**src/hdl/copper_phy_control_regs.vh**
```
// Purpose : Constants for the copper transceiver control register bank
// Assumes : 16-bit registers addressed by 5-bit register number
// Notes   : Offsets are register numbers on the management port
`ifndef COPPER_PHY_CONTROL_REGS_VH
`define COPPER_PHY_CONTROL_REGS_VH

// ---------------------------------------------------------------
// Register offsets
// ---------------------------------------------------------------
`define OFF_TX_POLARITY     5'h14
`define OFF_RX_ERR_COUNT    5'h15
`define OFF_PAGE_SELECT     5'h16
`define OFF_NEG_OPTIONS     5'h19
`define OFF_COPPER_CTRL2    5'h1A
`define OFF_IRQ_STATUS      5'h1B
`define OFF_IRQ_MASK        5'h1C

// ---------------------------------------------------------------
// Field positions
// ---------------------------------------------------------------
`define BIT_RESTART_NEG     10
`define BIT_GIG_TX_CLASS    15
`define BIT_GIGABIT_DISABLE 14
`define BIT_REVERSE_NEG     13
`define BIT_FAST_TX_CLASS   12
`define BIT_TEST_HI         3
`define BIT_TEST_LO         2
`define BIT_RX10_POL_FORCE  1
`define BIT_EV_RESTART      0
`define BIT_EV_SATURATED    1
`define BIT_EV_RX_ERROR     2

// ---------------------------------------------------------------
// Reset values and limits
// ---------------------------------------------------------------
`define RST_TX_POLARITY     16'h0000
`define RST_RX_ERR_COUNT    16'h0000
`define MAX_RX_ERR_COUNT    16'hFFFF
`define RST_PAGE            8'h00
`define RST_NEG_OPTIONS     16'h0000
`define RST_IRQ             3'h0
`define CTRL2_RW_MASK       16'hF00E
`define NEG_OPT_RW_MASK     16'h0044
`define NEG_OPT_WR_MASK     16'h0444
`define RST_COPPER_CTRL2    16'h0000
`define RST_RDATA           16'h0000
`define RST_BIT             1'h0

// ---------------------------------------------------------------
// Test sequence codes
// ---------------------------------------------------------------
`define TEST_SEQ_112NS      2'h2
`define TEST_SEQ_16NS       2'h3

`endif

```
**src/hdl/copper_phy_control_regs.v**
```verilog
// Purpose : Control register bank of a copper Ethernet transceiver
// Assumes : Inputs synchronous to sys_clk; one-cycle bus strobes
// Notes   : soft_reset is a one-cycle software reset request
`timescale 1ns/10ps
`include "copper_phy_control_regs.vh"

// Contract
// - Each of four low polarity bits inverts transmit polarity of one pair.
// - 16-bit receive error count clears on hard reset, saturates at all ones.
// - Count increments once per cycle with a false-carrier or symbol-error event.
// - Page number in low byte; clears on hard reset, kept on soft reset.
// - Page register reachable on any page; upper byte reads zero.
// - Restart-negotiation bit starts negotiation, self clears, resets to zero.
// - Bits 15 and 12 pick transmitter class A when one, B when zero.
// - Gigabit-disable bit suppresses gigabit advertisement regardless of 9.9/9.8.
// - Gigabit-disable and reverse bits apply only after listed trigger events.
// - Gigabit-disable follows strap at hard reset and on later strap edges.
// - Reverse-negotiation bit follows its strap at hard reset and on edges.
// - Test field 3:2: normal, 112 ns sequence on 10b, 16 ns on 11b.
// - Bit 1 forces negative 10 Mb receive polarity only.
module copper_phy_control_regs (
  // Clock and reset
  input  wire        sys_clk,
  input  wire        reset,
  input  wire        soft_reset,
  // Register port
  input  wire [4:0]  reg_addr,
  input  wire [15:0] reg_wdata,
  input  wire        reg_write,
  input  wire        reg_read,
  output reg  [15:0] reg_rdata,
  // Receive path events
  input  wire        false_carrier_event,
  input  wire        symbol_error_event,
  // Straps and apply triggers
  input  wire        gigabit_disable_strap,
  input  wire        reverse_negotiation_strap,
  input  wire        power_up_event,
  input  wire        link_down_event,
  input  wire        gig_adv_bits,
  // Controls to the transceiver
  output reg  [3:0]  tx_polarity_invert,
  output reg  [7:0]  page_number,
  output reg         restart_negotiation,
  output reg         advertise_gigabit,
  output reg         reverse_negotiation,
  output reg         gig_tx_class_a,
  output reg         fast_tx_class_a,
  output reg         test_seq_112ns,
  output reg         test_seq_16ns,
  output reg         rx10_force_negative,
  // Interrupt
  output reg         irq
);

  // ---------------------------------------------------------------
  // Storage
  // ---------------------------------------------------------------
  reg  [15:0] tx_polarity;
  reg  [15:0] rx_err_count;
  reg  [15:0] neg_options;
  reg  [15:0] copper_ctrl2;
  reg  [2:0]  irq_status;
  reg  [2:0]  irq_mask;
  reg         gig_dis_applied;
  reg         rev_applied;
  reg         strap_gd_q;
  reg         strap_rv_q;
  reg         strap_seen;
  reg         strap_seen_q;
  reg         restart_pending;
  reg  [15:0] next_rdata;
  reg  [15:0] next_ctrl2;
  reg  [15:0] next_neg_options;
  reg  [2:0]  next_irq_status;
  genvar      pair;

  // ---------------------------------------------------------------
  // Write decode and event sources
  // ---------------------------------------------------------------
  wire        wr_pol;
  wire        wr_page;
  wire        wr_neg;
  wire        wr_ctrl2;
  wire        wr_istat;
  wire        wr_imask;
  wire        rx_err;
  wire        at_max;
  wire        restart_issue;
  wire        strap_gd_edge;
  wire        strap_rv_edge;
  wire        first_apply;
  wire        apply_now;
  wire [2:0]  events;
  wire [2:0]  istat_clear;

  assign wr_pol        = reg_write && (reg_addr == `OFF_TX_POLARITY);
  assign wr_page       = reg_write && (reg_addr == `OFF_PAGE_SELECT);
  assign wr_neg        = reg_write && (reg_addr == `OFF_NEG_OPTIONS);
  assign wr_ctrl2      = reg_write && (reg_addr == `OFF_COPPER_CTRL2);
  assign wr_istat      = reg_write && (reg_addr == `OFF_IRQ_STATUS);
  assign wr_imask      = reg_write && (reg_addr == `OFF_IRQ_MASK);
  assign rx_err        = false_carrier_event | symbol_error_event;
  assign at_max        = (rx_err_count == `MAX_RX_ERR_COUNT);
  assign restart_issue = wr_neg && reg_wdata[`BIT_RESTART_NEG];
  assign strap_gd_edge = (gigabit_disable_strap != strap_gd_q);
  assign strap_rv_edge = (reverse_negotiation_strap != strap_rv_q);
  assign first_apply   = strap_seen && !strap_seen_q;
  assign apply_now     = soft_reset | restart_issue | power_up_event
                       | link_down_event;
  assign events        = {rx_err, rx_err & at_max, restart_issue};
  assign istat_clear   = wr_istat ? reg_wdata[2:0] : 3'h0;

  // ---------------------------------------------------------------
  // Registers kept over software reset
  // ---------------------------------------------------------------
  always @(posedge sys_clk) begin
    if (reset) begin
      tx_polarity <= `RST_TX_POLARITY;
    end else if (wr_pol) begin
      tx_polarity <= reg_wdata;
    end
  end

  always @(posedge sys_clk) begin
    if (reset) begin
      page_number <= `RST_PAGE;
    end else if (wr_page) begin
      page_number <= reg_wdata[7:0];
    end
  end

  always @(posedge sys_clk) begin
    if (reset) begin
      irq_mask <= `RST_IRQ;
    end else if (wr_imask) begin
      irq_mask <= reg_wdata[2:0];
    end
  end

  // ---------------------------------------------------------------
  // Receive error counter
  // ---------------------------------------------------------------
  always @(posedge sys_clk) begin
    if (reset) begin
      rx_err_count <= `RST_RX_ERR_COUNT;
    end else if (rx_err && !at_max) begin
      rx_err_count <= rx_err_count + 16'h0001;
    end
  end

  // ---------------------------------------------------------------
  // Strap tracking and second control register
  // ---------------------------------------------------------------
  always @(posedge sys_clk) begin
    if (reset) begin
      strap_seen   <= `RST_BIT;
      strap_seen_q <= `RST_BIT;
    end else begin
      strap_seen   <= 1'b1;
      strap_seen_q <= strap_seen;
    end
  end

  always @(posedge sys_clk) begin
    if (reset) begin
      strap_gd_q <= `RST_BIT;
      strap_rv_q <= `RST_BIT;
    end else begin
      strap_gd_q <= gigabit_disable_strap;
      strap_rv_q <= reverse_negotiation_strap;
    end
  end

  always @* begin
    next_ctrl2 = copper_ctrl2;
    if (wr_ctrl2) begin
      next_ctrl2 = reg_wdata & `CTRL2_RW_MASK;
    end
    if (!strap_seen) begin
      next_ctrl2[`BIT_GIGABIT_DISABLE] = gigabit_disable_strap;
      next_ctrl2[`BIT_REVERSE_NEG]     = reverse_negotiation_strap;
    end else begin
      if (strap_gd_edge) begin
        next_ctrl2[`BIT_GIGABIT_DISABLE] = gigabit_disable_strap;
      end
      if (strap_rv_edge) begin
        next_ctrl2[`BIT_REVERSE_NEG] = reverse_negotiation_strap;
      end
    end
  end

  always @(posedge sys_clk) begin
    if (reset) begin
      copper_ctrl2 <= `RST_COPPER_CTRL2;
    end else begin
      copper_ctrl2 <= next_ctrl2;
    end
  end

  // ---------------------------------------------------------------
  // Negotiation options
  // ---------------------------------------------------------------
  always @* begin
    next_neg_options = neg_options;
    if (soft_reset) begin
      next_neg_options = neg_options & `NEG_OPT_RW_MASK;
    end else if (wr_neg) begin
      next_neg_options = reg_wdata & `NEG_OPT_WR_MASK;
    end else if (restart_pending) begin
      next_neg_options[`BIT_RESTART_NEG] = 1'b0;
    end
  end

  always @(posedge sys_clk) begin
    if (reset) begin
      neg_options <= `RST_NEG_OPTIONS;
    end else begin
      neg_options <= next_neg_options;
    end
  end

  always @(posedge sys_clk) begin
    if (reset) begin
      restart_pending <= `RST_BIT;
    end else begin
      restart_pending <= restart_issue;
    end
  end

  // ---------------------------------------------------------------
  // Deferred settings
  // ---------------------------------------------------------------
  always @(posedge sys_clk) begin
    if (reset) begin
      gig_dis_applied <= `RST_BIT;
      rev_applied     <= `RST_BIT;
    end else if (apply_now || first_apply) begin
      gig_dis_applied <= copper_ctrl2[`BIT_GIGABIT_DISABLE];
      rev_applied     <= copper_ctrl2[`BIT_REVERSE_NEG];
    end
  end

  // ---------------------------------------------------------------
  // Interrupt
  // ---------------------------------------------------------------
  always @* begin
    next_irq_status = (irq_status & ~istat_clear) | events;
  end

  always @(posedge sys_clk) begin
    if (reset) begin
      irq_status <= `RST_IRQ;
    end else begin
      irq_status <= next_irq_status;
    end
  end

  always @(posedge sys_clk) begin
    if (reset) begin
      irq <= `RST_BIT;
    end else begin
      irq <= |(irq_status & irq_mask);
    end
  end

  // ---------------------------------------------------------------
  // Control outputs
  // ---------------------------------------------------------------
  generate
    for (pair = 0; pair < 4; pair = pair + 1) begin : g_pair
      always @(posedge sys_clk) begin
        if (reset) begin
          tx_polarity_invert[pair] <= `RST_BIT;
        end else begin
          tx_polarity_invert[pair] <= tx_polarity[pair];
        end
      end
    end
  endgenerate

  always @(posedge sys_clk) begin
    if (reset) begin
      restart_negotiation <= `RST_BIT;
    end else begin
      restart_negotiation <= restart_issue;
    end
  end

  always @(posedge sys_clk) begin
    if (reset) begin
      advertise_gigabit <= `RST_BIT;
    end else begin
      advertise_gigabit <= gig_adv_bits & ~gig_dis_applied;
    end
  end

  always @(posedge sys_clk) begin
    if (reset) begin
      reverse_negotiation <= `RST_BIT;
    end else begin
      reverse_negotiation <= rev_applied;
    end
  end

  always @(posedge sys_clk) begin
    if (reset) begin
      gig_tx_class_a <= `RST_BIT;
    end else begin
      gig_tx_class_a <= copper_ctrl2[`BIT_GIG_TX_CLASS];
    end
  end

  always @(posedge sys_clk) begin
    if (reset) begin
      fast_tx_class_a <= `RST_BIT;
    end else begin
      fast_tx_class_a <= copper_ctrl2[`BIT_FAST_TX_CLASS];
    end
  end

  always @(posedge sys_clk) begin
    if (reset) begin
      test_seq_112ns <= `RST_BIT;
    end else begin
      test_seq_112ns <= (copper_ctrl2[3:2] == `TEST_SEQ_112NS);
    end
  end

  always @(posedge sys_clk) begin
    if (reset) begin
      test_seq_16ns <= `RST_BIT;
    end else begin
      test_seq_16ns <= (copper_ctrl2[3:2] == `TEST_SEQ_16NS);
    end
  end

  always @(posedge sys_clk) begin
    if (reset) begin
      rx10_force_negative <= `RST_BIT;
    end else begin
      rx10_force_negative <= copper_ctrl2[`BIT_RX10_POL_FORCE];
    end
  end

  // ---------------------------------------------------------------
  // Read path
  // ---------------------------------------------------------------
  always @* begin
    case (reg_addr)
      `OFF_TX_POLARITY:  next_rdata = tx_polarity;
      `OFF_RX_ERR_COUNT: next_rdata = rx_err_count;
      `OFF_PAGE_SELECT:  next_rdata = {8'h00, page_number};
      `OFF_NEG_OPTIONS:  next_rdata = neg_options;
      `OFF_COPPER_CTRL2: next_rdata = copper_ctrl2;
      `OFF_IRQ_STATUS:   next_rdata = {13'h0000, irq_status};
      `OFF_IRQ_MASK:     next_rdata = {13'h0000, irq_mask};
      default:           next_rdata = `RST_RDATA;
    endcase
  end

  always @(posedge sys_clk) begin
    if (reset) begin
      reg_rdata <= `RST_RDATA;
    end else if (reg_read) begin
      reg_rdata <= next_rdata;
    end else begin
      reg_rdata <= `RST_RDATA;
    end
  end

endmodule // copper_phy_control_regs

```
**config.mk**
```make
export PLATFORM = sky130hd
export DESIGN_NAME = copper_phy_control_regs
export DESIGN_NICKNAME = d
export VERILOG_FILES = /design/src/hdl/copper_phy_control_regs.v
export VERILOG_INCLUDE_DIRS = /design/src /design/src/hdl
export SDC_FILE = /design/constraint.sdc
export NUM_CORES = 1
export LEC_CHECK = 0
export BUFFER_PORTS_ARGS = -buffer_cell sky130_fd_sc_hd__buf_2
export CAP_MARGIN = 20
export CORE_UTILIZATION = 45
export CTS_BUF_LIST = sky130_fd_sc_hd__clkbuf_4
export CTS_CLUSTER_DIAMETER = 30
export DETAILED_ROUTE_END_ITERATION = 16
export HOLD_SLACK_MARGIN = 0.03
export PLACE_DENSITY = 0.8
export RECOVER_POWER = 50
export SLEW_MARGIN = 20
export SYNTH_ARGS = -nofsm -noshare
export SYNTH_HDL_FRONTEND = slang
export SYNTH_SLANG_ARGS = --single-unit
```
**constraint.sdc**
```tcl
create_clock -name sys_clk -period 1.7 [get_ports sys_clk]
set_input_delay 0.255 -clock sys_clk [delete_from_list [all_inputs] [get_ports sys_clk]]
set_output_delay 0.255 -clock sys_clk [all_outputs]
set_load 0.1 [all_outputs]
```
==> Word-level counts from Yosys, hierarchy flattened <==
Cells that the tools add are included.
{ "word_totals": {"mem_bits_ro": 0, "latch_bits": 0, "ram_bits": 0, "reg_bits": 91, "input_bits": 33, "word_cells": 84, "n_memories": 0} }
{ "classes": {"div_mod_pow": 0, "n_reduce_logical": 17, "eq_ne": 14, "n_bitwise": 13, "shifts": 0, "order_cmp": 0, "n_addsub": 1, "n_mul": 0, "muxes": 9} }
{ "op_table": {"columns": ["op", "count"], "rows": [
  ["one-hot mux 16 bit (7 select lines)", 1],
  ["== test 5 bit (second input constant)", 7],
  ["adder 16 x 1 -> 16 bit (second input constant)", 1],
  ["== test 16 bit (second input constant)", 1],
  ["2-to-1 mux 15 bit", 1],
  ["logical AND 1 bit", 9],
  ["AND 3 bit", 2],
  ["inequality test 3 x 1 -> 1 bit (second input constant)", 2],
  ["2-to-1 mux 1 bit", 5],
  ["== test 2 bit (second input constant)", 2],
  ["OR 1 bit", 4],
  ["OR reduction 2 bit", 2],
  ["2-to-1 mux 3 bit", 1],
  ["inverter 1 bit", 3],
  ["inverter 3 bit", 1],
  ["OR 3 bit", 1],
  ["OR reduction 3 bit", 1],
  ["AND 1 bit", 2],
  ["zero test 1 bit", 2],
  ["2-to-1 mux 2 bit", 1],
  ["inequality test 1 bit", 2],
  ["AND reduction 2 bit", 1],
  ["nonzero test 2 bit", 1],
  ["logical OR 1 bit", 1]
]} }

==> Longest topological paths before layout <==
{ "depth": {"word_depth": 7, "depth_mapped": 7} }

==> Worst setup path before layout <==
OpenSTA, ideal clock, no wires.
{ "synth_timing": {"path_kind": "reg2reg", "from": "register rx_err_count[0]", "to": "register rx_err_count[15]", "arrival_time_ns": 1.779, "n_path_buf": 0, "stages_incl_launch_ff": 6, "slack_ns": -0.149, "period_less_slack_ns": 1.849, "cell_sequence": "dfxtp_1 ha_1 nand4_1 or4b_4 or4_1 a21oi_1"} }
{ "synth_via": {"elab_chain_len": 3} }
{ "synth_lines": {"columns": ["element", "line", "rtl"], "rows": [
  ["start, declared", "copper_phy_control_regs.v:60", "reg [15:0] rx_err_count;"],
  ["start signal, assigned", "copper_phy_control_regs.v:146", "rx_err_count <= `RST_RX_ERR_COUNT;"],
  ["start signal, assigned", "copper_phy_control_regs.v:148", "rx_err_count <= rx_err_count + 16'h0001;"],
  ["parallel branches: the longest is 3 deep, another holds adder 16 x 1 -> 16 bit", null, null]
]} }
Parallel ways; which one is timed is not known.
A chain may end at the register's enable or synchronous reset.

==> Worst setup path in the final report <==
{ "layout_timing": {"from": "register rx_err_count[1]", "to": "register rx_err_count[14]"} }
Same word-level chain as after synthesis.

==> results.py <==
metrics = {
    "global_routing": {
        "grt_max_degree": 45,
        "grt_antenna_before_repair": 0,
        "track_usage_pct": 22.9,
        "grt_pass1_wl_um": 15400,
        "grt_pass1_vias": 3351,
        "grt-ovfl-total": 0,
    },
    "routing": {
        "highest_layer": "met4",
        "drtAntennaViolNets": 0,
        "wl_met2_um": 4470,
        "drc": 0,
        "drtIter0Drc": 182,
        "wl_met3_um": 524,
        "wl_per_cell_um": 15.1,
        "wl_met1_um": 4100,
        "dr.pass1.iters": 5,
        "drt_wl_total_um": 9270,
        "vias": 3529,
        "vias_per_cell": 5.74,
    },
    "cts": {
        "cts_sinks": 91,
        "cts_tree": "built",
        "ctsHtreeMaxLevel": 3,
        "clock_path_buffers": 2,
        "root_buffer": "clkbuf_4",
        "numCtsBuffers": 9,
        "clk_pin_slew_worst_paths_ns": 0.13,
        "clock_insertion_delay_worst_skew_ns": 0.42,
    },
    "sta": {
        "clock_skew_ns": 0.0132,
        "rsz0062_at_grt": "yes",
        "slew_headroom_pct": 37.2,
        "min_period_ns": 1.78,
        "tightest_slew_ns": 0.942,
        "finalHoldViolations": 0,
        "setup_viol": 3,
        "drv_slew": 0,
        "min_period_over_period_pct": 105,
        "layout_setup_ws_ns": -0.0839,
        "fmax_mhz": 561,
    },
    "pwr": {
        "irDropWorstVdd_uv": 346,
        "power.leakage_nw": 1.75,
        "power_density_nw_per_um2": 768,
    },
    "place": {
        "place_area_um2": 4310,
        "io_buffers": 69,
        "hpwl_um": 6560,
        "gp_congestion": 0.863,
        "place_ws_ns": -0.0633,
    },
    "floorplanning": {
        "die_w_um": 91.5,
        "start_util_pct": 46.6,
        "die_y_um": 91.5,
        "die-area_um2": 8370,
        "ios": 70,
        "rows": 32,
        "core_um2": 7730,
    },
    "outcome": {
        "outcome": "complete, but fails checks",
        "failed_checks": "negative setup slack",
    },
    "yosys": {
        "ys_warn_count": 0,
        "synth_cell_types": 42,
        "ys_ff_latch": 91,
        "synth_edf_count": 0,
        "syn_nets": 448,
        "syn_inst": 414,
        "synth-seq-area-share_pct": 50.6,
        "synth_ff_type": "dfxtp_1",
        "synthArstFlopShare_pct": 0,
        "syn-cell-area_um2": 3600,
        "syn_avg_cell_area_um2": 8.70,
    },
    "worst_setup_path": {
        "crit_slowest_cell": "or4b_4",
        "crit_path_start_kind": "flip-flop",
        "cpPeakStageDelay_ns": 0.51,
        "crit_fanout": 5,
        "end_kind": "flip-flop",
        "crit_type": "reg -> reg",
        "reg2regPathDepth": 5,
        "required_ns": 2.05,
        "critPathArrivalTime_ns": 2.13,
        "crit_chain": "ha_4, nand4_1, or4b_4, or4_4, a21oi_1",
    },
    "final_layout": {
        "drive_gt1_share_pct": 26.5,
        "final_nets": 542,
        "n_antenna_cell": 0,
        "fin_area_um2": 4450,
        "layout_commonest_cell": "dfxtp_1",
        "area_delta_synth_final_pct": 23.4,
        "final_cell_mix": "dfxtp_1 (83), buf_2 (67), a21oi_1 (50), nand2_1 (48), buf_4 (31)",
    },
    "run": {
        "max_cap_viol_count": 0,
    },
    "min_path": {
        "hold_class": "in -> reg",
        "min_path_cells": 3,
    },
}
per-layer routing:
metal  vias to the layer above  GRT usage [%]
li1                       1694              -
met1                      1692           29.4
met2                       125           38.2
met3                        18           4.02
met4                         0           8.86
met5                         -              0
registers in the layout, summed over array words and instances, names as in the netlist, 3 cells and up:
| signal | count |
|---|---|
| copper_ctrl2 | 7 |
| irq_mask | 3 |
| irq_status | 3 |
| neg_options | 3 |
| page_number | 8 |
| reg_rdata | 16 |
| rx_err_count | 16 |
| tx_polarity | 16 |
| tx_polarity_invert | 4 |
cells in the mapped netlist, types with 2 or more instances:
cell      number  area share, %
nand3_1       31            4.3
nor2b_1       12            2.1
dfxtp_1       91             51
nor4_1         5           0.87
nor3_1        10            1.4
nand2b_1       3           0.52
o21ai_0        7           0.97
nand2_1       48            5.0
a31oi_1        4           0.69
o31ai_1        6            1.2
nand4_1        4           0.69
nor3b_1        3           0.62
o41ai_1        2           0.49
a41oi_1        3           0.73
a21oi_1       51            7.1
inv_1          9           0.94
or3_1          6            1.0
nand3b_1       2           0.42
o211ai_1       2           0.42
a22oi_1       22            4.6
nor2_1        29            3.0
or4_1          7            1.5
clkbuf_1      26            2.7
and3_1         2           0.35
mux2i_1       12            3.3
what timing repair did:
action / in CTS / in global routing
buffers inserted: 1 / 0
resized for setup: 1 / 8
hold buffers: 1 / 0
endpoints found under the hold margin: 1 / 0
pin swaps: 0 / 0
setup endpoints to repair: 3 / 12
final cells by class:
cell class | instances | area (µm²)
inverter | 9 | 33.8
sequential | 91 | 1830
tap | 102 | 128
multi-input combinational | 288 | 1700
clock inverter | 7 | 35.0
clock buffer | 9 | 67.6
fill | 701 | 3280
timing repair buffer | 109 | 649
critical path, delay by kind of cell, from the launching register on:
family | cells | cell delay, ns
AO/OA/AOI/OAI | 1 | 0.13
adder cells (fa/ha/maj) | 1 | 0.16
AND/OR/NAND/NOR | 3 | 1.07
flip-flops | 1 | 0.36
path summary, 6_finish.rpt:
kind	slack, ns	end	start
setup reg to reg	-0.08	rx_err_count[14]	rx_err_count[1]
setup / recovery	-0.08	rx_err_count[14]	rx_err_count[1]
hold reg to reg	0.45	advertise_gigabit	gig_dis_applied
hold / removal	0.07	tx_polarity[11]	reg_wdata[11]
cells by family (layout without fill, tap and decap cells):
family / Yosys count / after routing / share of synthesized area, %
AND/OR/NAND/NOR: 170 / 170 / 23.9
AO/OA/AOI/OAI: 104 / 104 / 18.0
flip-flops: 91 / 91 / 50.6
buffers and inverters: 35 / 134 / 3.65
multiplexers: 13 / 13 / 3.65
adder cells (fa/ha/maj): 1 / 1 / 0.347
report_power, final:
group | switching [mW] | internal, mW | total, mW
sequential | 0.0217 | 2.16 | 2.19
clock | 0.678 | 0.282 | 0.960
combinational | 0.180 | 0.0924 | 0.272
total | 0.879 | 2.54 | 3.42
metrics by stage:
step	std cells	utilization, %	setup TNS, ns	power (mW)	hold slack (ns)
after floorplan	414	-	-0.0946	2.38	0.332
after global placement	597	55.8	-0.0161	2.49	0.406
after detailed placement	597	55.8	-0.129	2.50	0.435
after CTS	615	57.4	-0.156	3.44	0.0578
after global routing	615	57.5	-0.395	3.56	0.0771
final	615	57.5	-0.195	3.42	0.0722
Note: power is estimated with default switching activity, not from simulation.
